==> config.mk <==
export PLATFORM = sky130hd
export DESIGN_NAME = ptl_positioning_terminal_logic
export DESIGN_NICKNAME = d
export VERILOG_FILES = /design/src/ptl_pkg.sv /design/src/ptl_positioning_terminal_logic.sv
export SDC_FILE = /design/constraint.sdc
export NUM_CORES = 1
export LEC_CHECK = 0
export BUFFER_PORTS_ARGS = -buffer_cell sky130_fd_sc_hd__buf_4
export CAP_MARGIN = 10
export CORE_UTILIZATION = 50
export CTS_CLUSTER_SIZE = 25
export DETAILED_ROUTE_END_ITERATION = 6
export PLACE_DENSITY = 0.67
export SYNTH_ARGS = -nofsm -noshare
export SYNTH_HDL_FRONTEND = slang
export SYNTH_SLANG_ARGS = --single-unit
==> constraint.sdc <==
create_clock -name clock_in -period 6.5 [get_ports clock_in]
set_input_delay 0.65 -clock clock_in [delete_from_list [all_inputs] [get_ports clock_in]]
set_output_delay 0.65 -clock clock_in [all_outputs]
set_load 0.005 [all_outputs]
==> src/ptl_pkg.sv <==
package ptl_pkg;
  // Register byte offsets
  localparam logic [7:0] A_CTRL   = 8'h00;
  localparam logic [7:0] A_PRESET = 8'h04;
  localparam logic [7:0] A_START  = 8'h08;
  localparam logic [7:0] A_END    = 8'h0C;
  localparam logic [7:0] A_RANGE  = 8'h10;
  localparam logic [7:0] A_ST_TMR = 8'h14;
  localparam logic [7:0] A_END_TMR = 8'h18;
  localparam logic [7:0] A_STATUS = 8'h1C;
  localparam logic [7:0] A_POS    = 8'h20;
  // Values after reset
  localparam logic [31:0] RST_WORD = 32'h0000_0000;
  localparam logic [15:0] RST_TMR  = 16'h0000;
  // Field positions
  localparam int CTRL_DEDICATED = 0;
  localparam int ST_CMPL  = 0;
  localparam int ST_ALARM = 1;
  localparam int ST_TIMER = 2;
  localparam int ST_OVF   = 3;
  localparam int ST_ARMED = 4;
  localparam int ST_RUN   = 5;
  localparam int ST_REV   = 6;
  // Synchronised pin positions
  localparam int IN_EN    = 0;
  localparam int IN_RUN   = 1;
  localparam int IN_ARM   = 2;
  localparam int IN_RECV  = 3;
  localparam int IN_RET   = 4;
  localparam int IN_PULSE = 5;
  localparam int IN_DIR   = 6;
  localparam int IN_Z     = 7;
  localparam int N_IN     = 8;
  // Timing
  localparam int CLK_NS      = 100;
  localparam int MS_NS       = 1000000;
  localparam int TICK_CYCLES = MS_NS / CLK_NS;
  localparam int END_MIN_MS  = 500;
  localparam int HOLD_MS     = 100;
  // Position count limits
  localparam logic signed [31:0] POS_MAX = 32'sh0098_967F;
  localparam logic [1:0] RESP_OKAY   = 2'h0;
  localparam logic [1:0] RESP_SLVERR = 2'h2;
  typedef enum logic [2:0] {
    ST_IDLE, ST_STARTING, ST_RUNNING, ST_END_WAIT, ST_DONE
  } ptl_state_e;
endpackage

==> src/ptl_positioning_terminal_logic.sv <==
// Function
// - a rising Z edge after limit_switch_arm rises loads the preset position.
// - limit_switch_arm has no other effect on the count or any state.
// - positioning control works only while positioning enable is on.
// - in shared mode, pulses count toward the end point only with receive on.
// - in dedicated mode, pulses count toward the end point at all times.
// - each rise of serial_pulse_receive clears the end point count.
// - a start with return_mode on runs reverse, stored points unchanged.
// - alarm rises after the end timer (at least 0.5 s) if out of range.
// - timer output is on from start timer begin until end timer expiry.
// - cancelling the end timer stops the drive and drops timer output.
// - overflow rises when the position leaves +-9,999,999, always.
// - overflow clears on return to range, run start when enabled, or Z load.
// - after the end timer, completion rises when deviation is in range.
// - completion and alarm stay on at least 100 ms once raised.
// - the start timer delays the drive after an enabled run command.
//
// Added by the designer: the AXI4-Lite register port and the register offsets.
`timescale 1ns/1ns
module ptl_positioning_terminal_logic #(
  parameter int TICK_CYCLES = ptl_pkg::TICK_CYCLES
) (
  input  wire logic        clock_in,
  input  wire logic        reset_n_in,
  input  wire logic [7:0]  awaddr_in,
  input  wire logic        awvalid_in,
  output logic             awready_out,
  input  wire logic [31:0] wdata_in,
  input  wire logic [3:0]  wstrb_in,
  input  wire logic        wvalid_in,
  output logic             wready_out,
  output logic [1:0]       bresp_out,
  output logic             bvalid_out,
  input  wire logic        bready_in,
  input  wire logic [7:0]  araddr_in,
  input  wire logic        arvalid_in,
  output logic             arready_out,
  output logic [31:0]      rdata_out,
  output logic [1:0]       rresp_out,
  output logic             rvalid_out,
  input  wire logic        rready_in,
  input  wire logic        positioning_enable_in,
  input  wire logic        run_cmd_in,
  input  wire logic        limit_switch_arm_in,
  input  wire logic        serial_pulse_receive_in,
  input  wire logic        return_mode_in,
  input  wire logic        enc_pulse_in,
  input  wire logic        enc_dir_in,
  input  wire logic        enc_z_in,
  input  wire logic        motor_stopped_in,
  output logic             stop_position_alarm_out,
  output logic             timer_output_out,
  output logic             positioning_completed_out,
  output logic             position_overflow_out,
  output logic             drive_run_out,
  output logic             reverse_dir_out
);
  if (TICK_CYCLES < 2) begin : g_chk
    $error("TICK_CYCLES must be at least 2");
  end

  // Byte-lane merge for register writes
  function automatic logic [31:0] merge(input logic [31:0] old_v,
                                        input logic [31:0] new_v,
                                        input logic [3:0]  strb);
    logic [31:0] r;
    r = old_v;
    for (int i = 0; i < 4; i++) begin
      if (strb[i]) begin
        r[8*i +: 8] = new_v[8*i +: 8];
      end
    end
    return r;
  endfunction

  // Magnitude of the difference of two signed counts
  function automatic logic [32:0] absdiff(input logic signed [31:0] a,
                                          input logic signed [31:0] b);
    logic signed [32:0] d;
    d = 33'({a[31], a}) - 33'({b[31], b});
    return d[32] ? 33'(-d) : 33'(d);
  endfunction

  logic [7:0]  pins;
  logic [7:0]  s1_ff, s2_ff, s3_ff, in_ff, inq_ff, nxt_in;
  logic [7:0]  rise;
  logic        en, run, pulse_rise, z_rise;
  logic [31:0] tick_ff, nxt_tick;
  logic        tick;

  // Pin synchronisers; a change counts once stages two and three agree
  assign pins = {enc_z_in, enc_dir_in, enc_pulse_in, return_mode_in,
                 serial_pulse_receive_in, limit_switch_arm_in,
                 run_cmd_in, positioning_enable_in};
  always_comb begin
    nxt_in = in_ff;
    for (int i = 0; i < ptl_pkg::N_IN; i++) begin
      if (s2_ff[i] == s3_ff[i]) begin
        nxt_in[i] = s3_ff[i];
      end
    end
  end
  always_ff @(posedge clock_in or negedge reset_n_in) begin
    if (!reset_n_in) begin
      s1_ff  <= 8'h00;
      s2_ff  <= 8'h00;
      s3_ff  <= 8'h00;
      in_ff  <= 8'h00;
      inq_ff <= 8'h00;
    end else begin
      s1_ff  <= pins;
      s2_ff  <= s1_ff;
      s3_ff  <= s2_ff;
      in_ff  <= nxt_in;
      inq_ff <= in_ff;
    end
  end
  assign rise       = in_ff & ~inq_ff;
  assign en         = in_ff[ptl_pkg::IN_EN];
  assign run        = in_ff[ptl_pkg::IN_RUN];
  assign pulse_rise = rise[ptl_pkg::IN_PULSE];
  assign z_rise     = rise[ptl_pkg::IN_Z];

  // Millisecond enable; timers count in whole ms to keep counters narrow
  always_comb begin
    tick     = (tick_ff == 32'(TICK_CYCLES - 1));
    nxt_tick = tick ? 32'h0000_0000 : tick_ff + 32'h0000_0001;
  end
  always_ff @(posedge clock_in or negedge reset_n_in) begin
    if (!reset_n_in) begin
      tick_ff <= ptl_pkg::RST_WORD;
    end else begin
      tick_ff <= nxt_tick;
    end
  end

  // Bus slave state and software registers
  logic        aw_got_ff, w_got_ff, bvalid_ff, rvalid_ff;
  logic [7:0]  awaddr_ff;
  logic [31:0] wdata_ff, rdata_ff;
  logic [3:0]  wstrb_ff;
  logic [1:0]  bresp_ff, rresp_ff;
  logic [31:0] ctrl_ff, preset_ff, start_ff, range_ff;
  logic [15:0] st_tmr_ff, et_tmr_ff;
  logic        nxt_aw_got, nxt_w_got, nxt_bvalid, nxt_rvalid;
  logic [7:0]  nxt_awaddr;
  logic [31:0] nxt_wdata, nxt_rdata;
  logic [3:0]  nxt_wstrb;
  logic [1:0]  nxt_bresp, nxt_rresp;
  logic [31:0] nxt_ctrl, nxt_preset, nxt_start, nxt_range;
  logic [15:0] nxt_st_tmr, nxt_et_tmr;
  logic        wr_fire, wr_end;
  logic [31:0] status, end_pt_ff;
  logic signed [31:0] pos_ff;

  // Address and data are taken in either order; response after both
  always_comb begin
    awready_out = !aw_got_ff && !bvalid_ff;
    wready_out  = !w_got_ff && !bvalid_ff;
    arready_out = !rvalid_ff;
    nxt_aw_got = aw_got_ff;
    nxt_w_got  = w_got_ff;
    nxt_awaddr = awaddr_ff;
    nxt_wdata  = wdata_ff;
    nxt_wstrb  = wstrb_ff;
    nxt_bvalid = bvalid_ff && !bready_in;
    nxt_bresp  = bresp_ff;
    nxt_rvalid = rvalid_ff && !rready_in;
    nxt_rdata  = rdata_ff;
    nxt_rresp  = rresp_ff;
    nxt_ctrl   = ctrl_ff;
    nxt_preset = preset_ff;
    nxt_start  = start_ff;
    nxt_range  = range_ff;
    nxt_st_tmr = st_tmr_ff;
    nxt_et_tmr = et_tmr_ff;
    wr_end     = 1'b0;
    if (awvalid_in && awready_out) begin
      nxt_aw_got = 1'b1;
      nxt_awaddr = awaddr_in;
    end
    if (wvalid_in && wready_out) begin
      nxt_w_got = 1'b1;
      nxt_wdata = wdata_in;
      nxt_wstrb = wstrb_in;
    end
    wr_fire = aw_got_ff && w_got_ff && !bvalid_ff;
    if (wr_fire) begin
      nxt_aw_got = 1'b0;
      nxt_w_got  = 1'b0;
      nxt_bvalid = 1'b1;
      nxt_bresp  = ptl_pkg::RESP_OKAY;
      unique case (awaddr_ff)
        ptl_pkg::A_CTRL:   nxt_ctrl = merge(ctrl_ff, wdata_ff, wstrb_ff);
        ptl_pkg::A_PRESET: nxt_preset = merge(preset_ff, wdata_ff, wstrb_ff);
        ptl_pkg::A_START:  nxt_start = merge(start_ff, wdata_ff, wstrb_ff);
        ptl_pkg::A_END:    wr_end = 1'b1;
        ptl_pkg::A_RANGE:  nxt_range = merge(range_ff, wdata_ff, wstrb_ff);
        ptl_pkg::A_ST_TMR: nxt_st_tmr = 16'(merge({16'h0000, st_tmr_ff},
                                                  wdata_ff, wstrb_ff));
        ptl_pkg::A_END_TMR: nxt_et_tmr = 16'(merge({16'h0000, et_tmr_ff},
                                                   wdata_ff, wstrb_ff));
        ptl_pkg::A_STATUS, ptl_pkg::A_POS: nxt_bresp = ptl_pkg::RESP_OKAY;
        default:           nxt_bresp = ptl_pkg::RESP_SLVERR;
      endcase
    end
    if (arvalid_in && arready_out) begin
      nxt_rvalid = 1'b1;
      nxt_rresp  = ptl_pkg::RESP_OKAY;
      unique case (araddr_in)
        ptl_pkg::A_CTRL:   nxt_rdata = ctrl_ff;
        ptl_pkg::A_PRESET: nxt_rdata = preset_ff;
        ptl_pkg::A_START:  nxt_rdata = start_ff;
        ptl_pkg::A_END:    nxt_rdata = end_pt_ff;
        ptl_pkg::A_RANGE:  nxt_rdata = range_ff;
        ptl_pkg::A_ST_TMR: nxt_rdata = {16'h0000, st_tmr_ff};
        ptl_pkg::A_END_TMR: nxt_rdata = {16'h0000, et_tmr_ff};
        ptl_pkg::A_STATUS: nxt_rdata = status;
        ptl_pkg::A_POS:    nxt_rdata = pos_ff;
        default: begin
          nxt_rdata = ptl_pkg::RST_WORD;
          nxt_rresp = ptl_pkg::RESP_SLVERR;
        end
      endcase
    end
  end
  always_ff @(posedge clock_in or negedge reset_n_in) begin
    if (!reset_n_in) begin
      aw_got_ff <= 1'b0;
      w_got_ff  <= 1'b0;
      awaddr_ff <= 8'h00;
      wdata_ff  <= ptl_pkg::RST_WORD;
      wstrb_ff  <= 4'h0;
      bvalid_ff <= 1'b0;
      bresp_ff  <= ptl_pkg::RESP_OKAY;
      rvalid_ff <= 1'b0;
      rdata_ff  <= ptl_pkg::RST_WORD;
      rresp_ff  <= ptl_pkg::RESP_OKAY;
      ctrl_ff   <= ptl_pkg::RST_WORD;
      preset_ff <= ptl_pkg::RST_WORD;
      start_ff  <= ptl_pkg::RST_WORD;
      range_ff  <= ptl_pkg::RST_WORD;
      st_tmr_ff <= ptl_pkg::RST_TMR;
      et_tmr_ff <= ptl_pkg::RST_TMR;
    end else begin
      aw_got_ff <= nxt_aw_got;
      w_got_ff  <= nxt_w_got;
      awaddr_ff <= nxt_awaddr;
      wdata_ff  <= nxt_wdata;
      wstrb_ff  <= nxt_wstrb;
      bvalid_ff <= nxt_bvalid;
      bresp_ff  <= nxt_bresp;
      rvalid_ff <= nxt_rvalid;
      rdata_ff  <= nxt_rdata;
      rresp_ff  <= nxt_rresp;
      ctrl_ff   <= nxt_ctrl;
      preset_ff <= nxt_preset;
      start_ff  <= nxt_start;
      range_ff  <= nxt_range;
      st_tmr_ff <= nxt_st_tmr;
      et_tmr_ff <= nxt_et_tmr;
    end
  end
  assign bvalid_out = bvalid_ff;
  assign bresp_out  = bresp_ff;
  assign rvalid_out = rvalid_ff;
  assign rdata_out  = rdata_ff;
  assign rresp_out  = rresp_ff;

  // Position, arming, end point count and overflow
  logic signed [31:0] nxt_pos;
  logic        armed_ff, nxt_armed, ovf_ff, nxt_ovf, oor, oorq_ff;
  logic        zcorr, ded, run_start;
  logic [31:0] nxt_end_pt;
  always_comb begin
    ded       = ctrl_ff[ptl_pkg::CTRL_DEDICATED];
    run_start = en && rise[ptl_pkg::IN_RUN];
    zcorr     = armed_ff && z_rise;
    nxt_pos   = pos_ff;
    nxt_armed = armed_ff;
    if (pulse_rise) begin
      nxt_pos = in_ff[ptl_pkg::IN_DIR] ? pos_ff - 32'sd1 : pos_ff + 32'sd1;
    end
    if (zcorr) begin
      nxt_pos   = preset_ff;
      nxt_armed = 1'b0;
    end
    if (rise[ptl_pkg::IN_ARM]) begin
      nxt_armed = 1'b1;
    end
    nxt_end_pt = wr_end ? merge(end_pt_ff, wdata_ff, wstrb_ff) : end_pt_ff;
    if (rise[ptl_pkg::IN_RECV]) begin
      nxt_end_pt = ptl_pkg::RST_WORD;
    end else if (pulse_rise && (ded || in_ff[ptl_pkg::IN_RECV])) begin
      nxt_end_pt = end_pt_ff + 32'h0000_0001;
    end
    // Held wider than the limits so leaving the range is seen
    oor = (pos_ff > ptl_pkg::POS_MAX) ||
          (pos_ff < -ptl_pkg::POS_MAX);
    nxt_ovf = ovf_ff;
    if (!oor || run_start || zcorr) begin
      nxt_ovf = 1'b0;
    end
    if (oor && !oorq_ff) begin
      nxt_ovf = 1'b1;
    end
  end
  always_ff @(posedge clock_in or negedge reset_n_in) begin
    if (!reset_n_in) begin
      pos_ff    <= ptl_pkg::RST_WORD;
      armed_ff  <= 1'b0;
      end_pt_ff <= ptl_pkg::RST_WORD;
      ovf_ff    <= 1'b0;
      oorq_ff   <= 1'b0;
    end else begin
      pos_ff    <= nxt_pos;
      armed_ff  <= nxt_armed;
      end_pt_ff <= nxt_end_pt;
      ovf_ff    <= nxt_ovf;
      oorq_ff   <= oor;
    end
  end

  // Positioning sequencer
  ptl_pkg::ptl_state_e state_ff, nxt_state;
  logic [15:0] cnt_ff, nxt_cnt, hold_ff, nxt_hold, et_lim;
  logic        ret_ff, nxt_ret, inrng_ff, nxt_inrng, near;
  always_comb begin
    nxt_state = state_ff;
    nxt_cnt   = cnt_ff;
    nxt_hold  = hold_ff;
    nxt_ret   = ret_ff;
    nxt_inrng = inrng_ff;
    // Short end timer settings still wait the minimum
    et_lim = (et_tmr_ff < 16'(ptl_pkg::END_MIN_MS)) ?
             16'(ptl_pkg::END_MIN_MS) : et_tmr_ff;
    near = absdiff(pos_ff, ret_ff ? start_ff : end_pt_ff) <=
           {1'b0, range_ff};
    unique case (state_ff)
      ptl_pkg::ST_IDLE: begin
        if (run_start) begin
          nxt_state = ptl_pkg::ST_STARTING;
          nxt_cnt   = 16'h0000;
          nxt_ret   = in_ff[ptl_pkg::IN_RET];
        end
      end
      ptl_pkg::ST_STARTING: begin
        if (!run) begin
          nxt_state = ptl_pkg::ST_IDLE;
        end else if (cnt_ff >= st_tmr_ff) begin
          nxt_state = ptl_pkg::ST_RUNNING;
        end else if (tick) begin
          nxt_cnt = cnt_ff + 16'h0001;
        end
      end
      ptl_pkg::ST_RUNNING: begin
        if (!run) begin
          nxt_state = ptl_pkg::ST_IDLE;
        end else if (motor_stopped_in) begin
          nxt_state = ptl_pkg::ST_END_WAIT;
          nxt_cnt   = 16'h0000;
        end
      end
      ptl_pkg::ST_END_WAIT: begin
        if (!run) begin
          nxt_state = ptl_pkg::ST_IDLE;
        end else if (cnt_ff >= et_lim) begin
          nxt_state = ptl_pkg::ST_DONE;
          nxt_inrng = near;
          nxt_hold  = 16'h0000;
        end else if (tick) begin
          nxt_cnt = cnt_ff + 16'h0001;
        end
      end
      ptl_pkg::ST_DONE: begin
        // Result stays up at least the hold time even if disabled
        if (hold_ff < 16'(ptl_pkg::HOLD_MS)) begin
          nxt_hold = tick ? hold_ff + 16'h0001 : hold_ff;
        end else if (run_start) begin
          nxt_state = ptl_pkg::ST_STARTING;
          nxt_cnt   = 16'h0000;
          nxt_ret   = in_ff[ptl_pkg::IN_RET];
        end else if (!en) begin
          nxt_state = ptl_pkg::ST_IDLE;
        end
      end
    endcase
    if (!en && state_ff != ptl_pkg::ST_DONE) begin
      nxt_state = ptl_pkg::ST_IDLE;
    end
  end
  always_ff @(posedge clock_in or negedge reset_n_in) begin
    if (!reset_n_in) begin
      state_ff <= ptl_pkg::ST_IDLE;
      cnt_ff   <= ptl_pkg::RST_TMR;
      hold_ff  <= ptl_pkg::RST_TMR;
      ret_ff   <= 1'b0;
      inrng_ff <= 1'b0;
    end else begin
      state_ff <= nxt_state;
      cnt_ff   <= nxt_cnt;
      hold_ff  <= nxt_hold;
      ret_ff   <= nxt_ret;
      inrng_ff <= nxt_inrng;
    end
  end

  // Terminal outputs decoded from sequencer flops; overflow comes from ovf_ff
  assign positioning_completed_out = (state_ff == ptl_pkg::ST_DONE) &&
                                     inrng_ff;
  assign stop_position_alarm_out = (state_ff == ptl_pkg::ST_DONE) &&
                                   !inrng_ff;
  assign timer_output_out = (state_ff == ptl_pkg::ST_STARTING) ||
                            (state_ff == ptl_pkg::ST_RUNNING) ||
                            (state_ff == ptl_pkg::ST_END_WAIT);
  assign drive_run_out         = (state_ff == ptl_pkg::ST_RUNNING);
  assign reverse_dir_out       = ret_ff;
  assign position_overflow_out = ovf_ff;
  assign status = {25'h000_0000, reverse_dir_out, drive_run_out, armed_ff,
                   ovf_ff, timer_output_out, stop_position_alarm_out,
                   positioning_completed_out};
endmodule

; After elaboration in Yosys (flattened, before gate mapping)
; Index checks and enable logic that the tools add are counted.
[word_totals]
register_bits = 420
latch_bits = 0
ram_bits = 0
rom_bits = 0
input_bits = 68
output_inout_bits = 47
word_cells = 256
n_memories = 0
[classes]
addsub = 8
mul = 0
n_div = 0
order_cmp = 7
eq_ne = 46
n_shift = 0
mux = 59
bitwise = 2
n_reduce_logical = 78
[ops]
columns = op, count
row1 = $pmux W32 S9, 1
row2 = $mux W32, 8
row3 = $mux W16, 14
row4 = $pmux W16 S5, 1
row5 = $add A32 B1 Y32 const B, 2
row6 = $eq A8 B5 Y1 const B, 8
row7 = $reduce_and A3 Y1, 21
row8 = $le A33 B32 Y1, 1
row9 = $mux W3, 11
row10 = $mux W33, 1
row11 = $neg A33 Y33, 1
row12 = $sub A32 B32 Y33, 1
row13 = $add A16 B1 Y16 const B, 2
row14 = $add A32 B2 Y32 const B, 1
row15 = $eq A32 B14 Y1 const B, 1
row16 = $eq A8 B4 Y1 const B, 4
row17 = $ge A16 B16 Y1, 2
row18 = $gt A32 B25 Y1 const B, 1
row19 = $lt A32 B25 Y1 const B, 1
row20 = $mux W8, 4
row21 = $pmux W16 S2, 1
row22 = $sub A32 B2 Y32 const B, 1
row23 = $ne A2 B2 Y1 const B, 9
row24 = $reduce_or A9 Y1, 2
row25 = other kinds (29), 101

; Logic depth before layout (Yosys ltp)
; Gate-level depths: netlist of run 1.
[logic_depth]
word_depth = 7
mapped_depth = 28
depth_no_buf = 24

; Worst setup path after synthesis of run 1
; No wires, ideal clock.
[synth_path]
path_type = reg2reg
startpoint = reg ret_ff, in the netlist reverse_dir_out
endpoint = reg inrng_ff
setup_ps = 96
t_arrival_ps = 5510
required_time_ps = 6404
path_slack_ps = 895
path_stages_with_launch = 28
path_buffers = 4
period_less_slack_ps = 5605
path_cell_list = dfrtp_1 > clkbuf_1 > buf_1 > mux2i_1 > ha_1 > clkbuf_1 > o211ai_1 > o211ai_1 > nand2_1 > a211oi_1 > o21ai_0 > o311ai_0 > a2111o_1 > a21boi_1 > clkbuf_1 > a21oi_1 > xor2_1 > ha_1 > a21o_1 > a21oi_1 > nor2b_1 > o21ai_0 > nand2b_1 > a21oi_1 > nor2b_1 > o21ai_0 > a31oi_1 > o31ai_1
[synth_via]
elab_chain_cells = 5
[synth_lines]
columns = element, line_no
row1 = start: declaration, ptl_positioning_terminal_logic.sv:327  ; logic ret_ff, nxt_ret, inrng_ff, nxt_inrng, near;
row2 = start signal: assignment, ptl_positioning_terminal_logic.sv:403  ; ret_ff <= nxt_ret;
row3 = $mux W32 *, ptl_positioning_terminal_logic.sv:337  ; near = absdiff(pos_ff, ret_ff ? start_ff : end_pt_ff) <=
row4 = $sub A32 B32 Y33 *, ptl_positioning_terminal_logic.sv:80  ; d = 33'({a[31], a}) - 33'({b[31], b});
row5 = $neg A33 Y33, ptl_positioning_terminal_logic.sv:81  ; return d[32] ? 33'(-d) : 33'(d);
row6 = $mux W33 *, ptl_positioning_terminal_logic.sv:81
row7 = $le A33 B32 Y1 *, ptl_positioning_terminal_logic.sv:337
row8 = end signal: assignment, ptl_positioning_terminal_logic.sv:404  ; inrng_ff <= nxt_inrng;
row9 = end: declaration, ptl_positioning_terminal_logic.sv:327
; Every way passes the cells marked *; elsewhere a longest branch is shown, timed or not.
; A chain may end at the register's enable or synchronous reset.

; Final worst setup path of run 1
; Same ends and word-level chain as after synthesis.

==> results.json, run 1 <==
{
  "critical_path_buf_inv_count": 0,
  "cts_buffer_depth": 3,
  "die_w_um": 224,
  "cp_data_required_time_ns": 6.97,
  "drc": 0,
  "dieArea_um2": 50300,
  "core_area_um2": 48800,
  "netlist_top_cells_area": "dfrtp_1, mux2_2, ha_1, o21ai_0, a21oi_1",
  "power_density_nw_per_um2": 540,
  "max_slew.worst_pin.slew_ns": 1.13,
  "vias": 20900,
  "p_sw_frac": 0.455,
  "slew_headroom": 0.245,
  "cp_slowest_cell": "or4_4",
  "worstSetupPathType": "register to register",
  "initial_utilization": 0.505,
  "areaGrowthSynthToFinish_pct": 12.8,
  "utilization": 0.570,
  "arrival_ns": 6.35,
  "grt_pass1_wl_um": 116000,
  "slew_viol_final": 0,
  "fin_crit_ns": 5.88,
  "path_clk_slew_ns": 0.06,
  "grt_max_degree": 147,
  "port_buffers": 112,
  "synthesis.instances": 2548,
  "pwr-share-comb": 0.551,
  "power_frac_clock": 0.179,
  "ff_latch_area_um2": 10400,
  "hp-class": "input pin to asynchronous set/reset pin",
  "drt-initial-drc-count": 1980,
  "routed_wl_um": 73800,
  "p_int_w": 0.00819,
  "fin_skew_ns": 0.0332,
  "drive_above_1_share": 0.172,
  "hold_viol": 0,
  "gr-usage-all-layers": 0.296,
  "worst_r2r_startpoint": "reverse_dir_out$_DFFE_PN0P_",
  "num_rows": 81,
  "grt_pass1_vias": 20600,
  "cts_tree": "built",
  "dr.pass1.iters": 6,
  "syn_area_um2": 24700,
  "crit_path_start_kind": "register",
  "rsz0062_at_grt": "false",
  "htree_num_levels": 2,
  "fillers": 4255,
  "syn_area_per_cell_um2": 9.69,
  "root_buffer": "clkbuf_16",
  "post_drt_wl_per_cell_um": 22.1,
  "sequentialPowerShare": 0.270,
  "fmaxAchievable_ghz": 0.170,
  "hpwlAfterDp_um": 54800,
  "postRouteAntennaNets": 0,
  "fin_area_um2": 27800,
  "synth_top_area_share": 0.421,
  "ir_worst_vdd_mv": 0.470,
  "setup_viol": 0,
  "synth_edf_count": 0,
  "final_nets": 2840,
  "r2r_slack_ns": 0.62,
  "die-height_um": 224,
  "yosysSeqAreaShare": 0.421,
  "async_reset_ff_frac": 1.00,
  "synthTopCellsByCount": "dfrtp_1, o21ai_0, nand2_1, mux2_2, a21oi_1",
  "yosys.cell_count.top_type": "dfrtp_1",
  "outcome": "finished clean",
  "overflow": 0,
  "post-synth-top-area-cell": "dfrtp_1",
  "netSwitchingPower_w": 0.00684,
  "placed_area_um2": 26300,
  "fin_tns_setup_ns": 0,
  "power.leakage_nw": 12.7,
  "crit_family": "simple AND/OR/NAND/NOR gates",
  "viasPerCell": 6.27,
  "cts.sinks": 415,
  "r2r-end": "inrng_ff$_DFFE_PN0P_",
  "cts-buffers-inserted": 48,
  "gp_congestion": 0.936,
  "antenna_found_initial": 0,
  "path_cells": "mux2_2, ha_1, fa_1, nor2b_1, o211ai_1, a21o_1, xnor2_4, or4_4, or3_1, or3_1, nor4_1, a21oi_1, xor2_1, ha_1, a21o_1, a21oi_1, nor2b_1, o21ai_0, nand2b_1, a21oi_1, nor2b_1, o21ai_0, a31oi_1, o31ai_1",
  "synth_cell_types": 81,
  "ys_ff_latch": 415,
  "pin_count": 115,
  "max_stage_delay_ns": 0.58,
  "fin_crit_sh": 0.904,
  "r2r_cells": 24,
  "critPathCaptureType": "register",
  "crit_fanout": 9,
  "cap_violations": 0,
  "ys.flop_type": "dfrtp_1",
  "yosysWarningCount": 0,
  "cts.hold.buffers_added": 0,
  "insertion_delay_ns": 0.60,
  "multi_input_area_um2": 13600
}
## layer usage
metal  track usage  up-vias  wire length (um)
met3        0.0535      147              6010
met5             0        -                 0
met2         0.447      828             32300
li1              -     9533                 -
met1         0.421    10400             32900
met4         0.115        0              2640
## cells by family (layout without fill, tap and decap cells)
logic type / count (synthesis) / after routing / share of synthesized area
fa+ha+maj: 141 / 141 / 0.0713
compound gates: 679 / 679 / 0.171
other cells: 1 / 3 / 0.000152
flops: 415 / 415 / 0.421
mux: 278 / 278 / 0.123
simple gates: 732 / 732 / 0.146
buf+inv: 200 / 323 / 0.0312
xor+xnor: 102 / 102 / 0.0369
## placed cells by master (no fill, tap or decap), drive strengths merged, types with 8 or more instances in the layout
cell type	netlist	routed
nor2	173	173
xnor2	60	60
a222oi	12	12
clkinv	0	10
or2	9	9
nand2b	24	24
o211ai	10	10
a21o	60	60
ha	131	131
maj3	8	8
xor2	42	42
o21a	10	10
nand3	70	70
nand2	210	210
nor3b	13	13
mux2i	72	72
a211oi	18	18
a31oi	33	33
a22oi	14	14
nor2b	24	24
o31ai	12	12
a21oi	189	189
nor4	27	27
o21ai	220	220
nand4	44	44
mux2	206	206
inv	93	94
a221oi	19	19
clkbuf	97	66
or3	14	14
and3	33	33
buf	10	146
and2	22	22
dfrtp	415	415
a221o	19	19
nor3	42	42
## state kept, by name, summed over array words and instances (netlist names), 3 cells and up
| signal | flops |
|---|---|
| rdata_out | 32 |
| et_tmr_ff | 16 |
| end_pt_ff | 32 |
| st_tmr_ff | 16 |
| state_ff | 3 |
| s1_ff | 8 |
| inq_ff | 5 |
| tick_ff | 32 |
| wdata_ff | 32 |
| range_ff | 32 |
| hold_ff | 16 |
| cnt_ff | 16 |
| in_ff | 8 |
| pos_ff | 32 |
| preset_ff | 32 |
| s2_ff | 8 |
| ctrl_ff | 32 |
| wstrb_ff | 4 |
| s3_ff | 8 |
| awaddr_ff | 8 |
| start_ff | 32 |
## what timing repair did
| item | 4_1_cts | 5_1_grt |
|---|---|---|
| endpoints found under the setup margin | 0 | 1 |
| endpoints found under the hold margin | 0 | 0 |
| buffers inserted | 0 | 0 |
| resized for setup | 0 | 2 |
## cell type report
class	instances	share of cell area
clock buffers	65	0.0494
inverters	93	0.0125
repair buffers	147	0.0407
clock inverters	18	0.00696
well taps	664	0.0298
multi-input cells	1934	0.487
diodes	1	0.0000899
flip-flops and latches	415	0.373
## through the flow
stage	instances	setup WS [ns]	power [W]	hold slack, ns
2_1_floorplan	2549	0.895	0.00988	0.331
3_3_place_gp	3252	0.729	0.0119	0.332
3_5_place_dp	3252	0.630	0.0122	0.335
4_1_cts	3335	0.562	0.0149	0.0763
5_1_grt	3336	0.105	0.0162	0.112
6_report	3337	0.622	0.0150	0.0638
## power groups by stage
stage / logic, W / clock network, W / registers [W]
finish: 0.00828 / 0.00270 / 0.00405
global route: 0.00921 / 0.00285 / 0.00411
CTS: 0.00818 / 0.00274 / 0.00401
detailed placement: 0.00813 / 0 / 0.00405
global placement: 0.00784 / 0 / 0.00404
floorplan: 0.00627 / 0 / 0.00361
## worst max-delay path by stage
| stage | startpoint | endpoint | cells past startpoint |
|---|---|---|---|
| final | reverse_dir_out$_DFFE_PN0P_ | inrng_ff$_DFFE_PN0P_ | 24 |
| after CTS | reverse_dir_out$_DFFE_PN0P_ | inrng_ff$_DFFE_PN0P_ | 26 |
| after detailed placement | reverse_dir_out$_DFFE_PN0P_ | inrng_ff$_DFFE_PN0P_ | 25 |
| after global placement | reverse_dir_out$_DFFE_PN0P_ | inrng_ff$_DFFE_PN0P_ | 25 |
| after floorplan | reverse_dir_out$_DFFE_PN0P_ | inrng_ff$_DFFE_PN0P_ | 27 |
| after global routing | reverse_dir_out$_DFFE_PN0P_ | inrng_ff$_DFFE_PN0P_ | 25 |
Note: power is estimated with default switching activity, not from simulation.
==> run 2, diff against run 1 <==
--- a/config.mk
+++ b/config.mk
@@ -7,10 +7,9 @@
 export LEC_CHECK = 0
 export BUFFER_PORTS_ARGS = -buffer_cell sky130_fd_sc_hd__buf_4
 export CAP_MARGIN = 10
-export CORE_UTILIZATION = 50
+export CORE_UTILIZATION = 30
 export CTS_CLUSTER_SIZE = 25
 export DETAILED_ROUTE_END_ITERATION = 6
-export PLACE_DENSITY = 0.67
 export SYNTH_ARGS = -nofsm -noshare
 export SYNTH_HDL_FRONTEND = slang
 export SYNTH_SLANG_ARGS = --single-unit
==> constraint.sdc (replaced) <==
create_clock -name clock_in -period 6.8 [get_ports clock_in]
set_input_delay 0.68 -clock clock_in [delete_from_list [all_inputs] [get_ports clock_in]]
set_output_delay 0.68 -clock clock_in [all_outputs]
set_load 0.005 [all_outputs]
==> run 2 against run 1 <==
Net effect:
- the flow now finishes with violations (DRC)
- largest power group unchanged
- power down 3.7%
- routed wire length rose by 4.2%
- largest cell class unchanged
- clock power up 7%
- global-route usage is 11 points lower
- highest routed layer unchanged
- design area up 2.3%
- core utilization is 22 points lower
- via count down 2.9%
- maximum frequency is 5.0% lower
- critical endpoint unchanged
- count of clock-buffer cells in the layout did not move
- cell count grew 12%
==> results.json, run 2 (same netlist as run 1, synthesis figures left out) <==
{
  "postCtsSetupBuffers": 0,
  "initial_utilization": 0.305,
  "drt-initial-drc-count": 1628,
  "mostFrequentLayoutCell": "dfrtp_1",
  "cts-buffers-inserted": 50,
  "power_density_nw_per_um2": 508,
  "vias": 20300,
  "hp-class": "input pin to asynchronous set/reset pin",
  "setup_viol": 0,
  "r2r_slack_ns": 0.61,
  "grt_pass1_vias": 20000,
  "fin_skew_ns": 0.0332,
  "cp_data_required_time_ns": 7.32,
  "die-height_um": 289,
  "violations": "DRC",
  "layout_common_cells": "dfrtp_1, o21ai_0, nand2_1",
  "fillers": 8214,
  "outcome": "finished with violations",
  "cts.hold.buffers_added": 0,
  "core_area_um2": 80900,
  "drive_above_1_share": 0.172,
  "wl_met2_um": 35400,
  "power.leakage_nw": 12.8,
  "slew_headroom": 0.172,
  "post_drt_wl_per_cell_um": 20.6,
  "drc": 10,
  "cts_tree": "built",
  "die_w_um": 289,
  "gr-usage-all-layers": 0.183,
  "routed_wl_um": 76900,
  "dr.pass1.iters": 7,
  "grt_max_degree": 150,
  "top_layer": "met4",
  "num_antenna_cells": 0,
  "r2r-end": "inrng_ff$_DFFE_PN0P_",
  "worst_r2r_startpoint": "reverse_dir_out$_DFFE_PN0P_",
  "cts_buffer_depth": 3,
  "htree_num_levels": 2,
  "cts.sinks": 415,
  "final_cells": 3736,
  "slew_viol_final": 0,
  "r2r_cells": 23,
  "fin_crit_sh": 0.910,
  "dieArea_um2": 83400,
  "arrival_ns": 6.71,
  "postRouteAntennaNets": 0,
  "areaGrowthSynthToFinish_pct": 15.4,
  "overflow": 0,
  "max_slew.worst_pin.slew_ns": 1.24,
  "hold_viol": 0,
  "crit_path_start_kind": "register",
  "cap_violations": 0,
  "place_ws_ns": 0.638,
  "insertion_delay_ns": 0.62,
  "fin_crit_ns": 6.19,
  "path_clk_slew_ns": 0.06,
  "ctsResizeCount": 0,
  "num_rows": 104,
  "grt_pass1_wl_um": 119000,
  "fmaxAchievable_ghz": 0.162,
  "worstSetupPathType": "register to register",
  "port_buffers": 112,
  "final_nets": 2836,
  "fin_tns_setup_ns": 0,
  "hpwlAfterDp_um": 56200,
  "gp_congestion": 0.901,
  "multi_input_area_um2": 13600,
  "crit_fanout": 33,
  "pin_count": 115,
  "setup_ws_ns": 0.612,
  "ir_worst_vdd_mv": 0.297,
  "ff_latch_area_um2": 10400,
  "wl_met3_um": 3800,
  "rsz0062_at_grt": "false",
  "viasPerCell": 5.44,
  "dp_cells": 3642,
  "antenna_found_initial": 0,
  "root_buffer": "clkbuf_16",
  "critPathCaptureType": "register",
  "drt-met1-wl_um": 35400
}
==> run 2: cell type report <==
class,instances,share of cell area
inverter,93,0.0122
multi-input combinational,1934,0.476
clock inverter,28,0.0144
tap,1060,0.0465
timing repair buffer,141,0.0382
sequential,415,0.364
clock buffer,65,0.0480
==> run 2: worst max path at each step <==
stage,startpoint,end,slack [ns],depth (start not counted)
floorplan,reverse_dir_out$_DFFE_PN0P_,inrng_ff$_DFFE_PN0P_,1.19,27
global placement,reverse_dir_out$_DFFE_PN0P_,inrng_ff$_DFFE_PN0P_,0.78,23
detailed placement,reverse_dir_out$_DFFE_PN0P_,inrng_ff$_DFFE_PN0P_,0.64,23
CTS,reverse_dir_out$_DFFE_PN0P_,inrng_ff$_DFFE_PN0P_,0.58,23
global route,reverse_dir_out$_DFFE_PN0P_,inrng_ff$_DFFE_PN0P_,0.15,23
finish,reverse_dir_out$_DFFE_PN0P_,inrng_ff$_DFFE_PN0P_,0.61,23
==> run 2: critical path: stages, from the launching register on <==
cell      delay (ns)
dfrtp_2         0.39
buf_4           0.48
mux2i_1         0.16
ha_1            0.37
nor2b_1         0.27
o211ai_1        0.18
a21o_1          0.34
a211oi_1        0.30
o21ai_0         0.24
o311ai_0        0.47
a2111o_1        0.23
a21boi_1        0.69
buf_4           0.29
a21oi_1         0.06
xor2_1          0.16
ha_1            0.30
a21o_1          0.18
a21o_1          0.16
a21oi_1         0.19
nand2_1         0.07
a21oi_1         0.15
a221o_1         0.12
a31oi_1         0.04
o31ai_1         0.24
==> run 2: layer usage <==
metal / GRT usage / vias up
met2: 0.298 / 554
met1: 0.251 / 10100
met4: 0.0607 / 0
met5: 0 / -
met3: 0.0237 / 122
li1: - / 9532
==> run 2: report_power, final <==
group | switching, W | internal [W] | total, W
combinational | 0.00437 | 0.00328 | 0.00765
clock | 0.00115 | 0.00174 | 0.00288
sequential | 0.000969 | 0.00296 | 0.00393
==> run 2: per-stage QoR <==
stage	total power, W	hold WS (ns)	area (um2)	util
after floorplan	0.00944	0.331	24700	-
after global placement	0.0115	0.334	26700	0.330
after detailed placement	0.0115	0.336	26700	0.330
after CTS	0.0145	0.0428	28500	0.352
after global routing	0.0157	0.0608	28500	0.352
final	0.0145	0.0159	28500	0.352
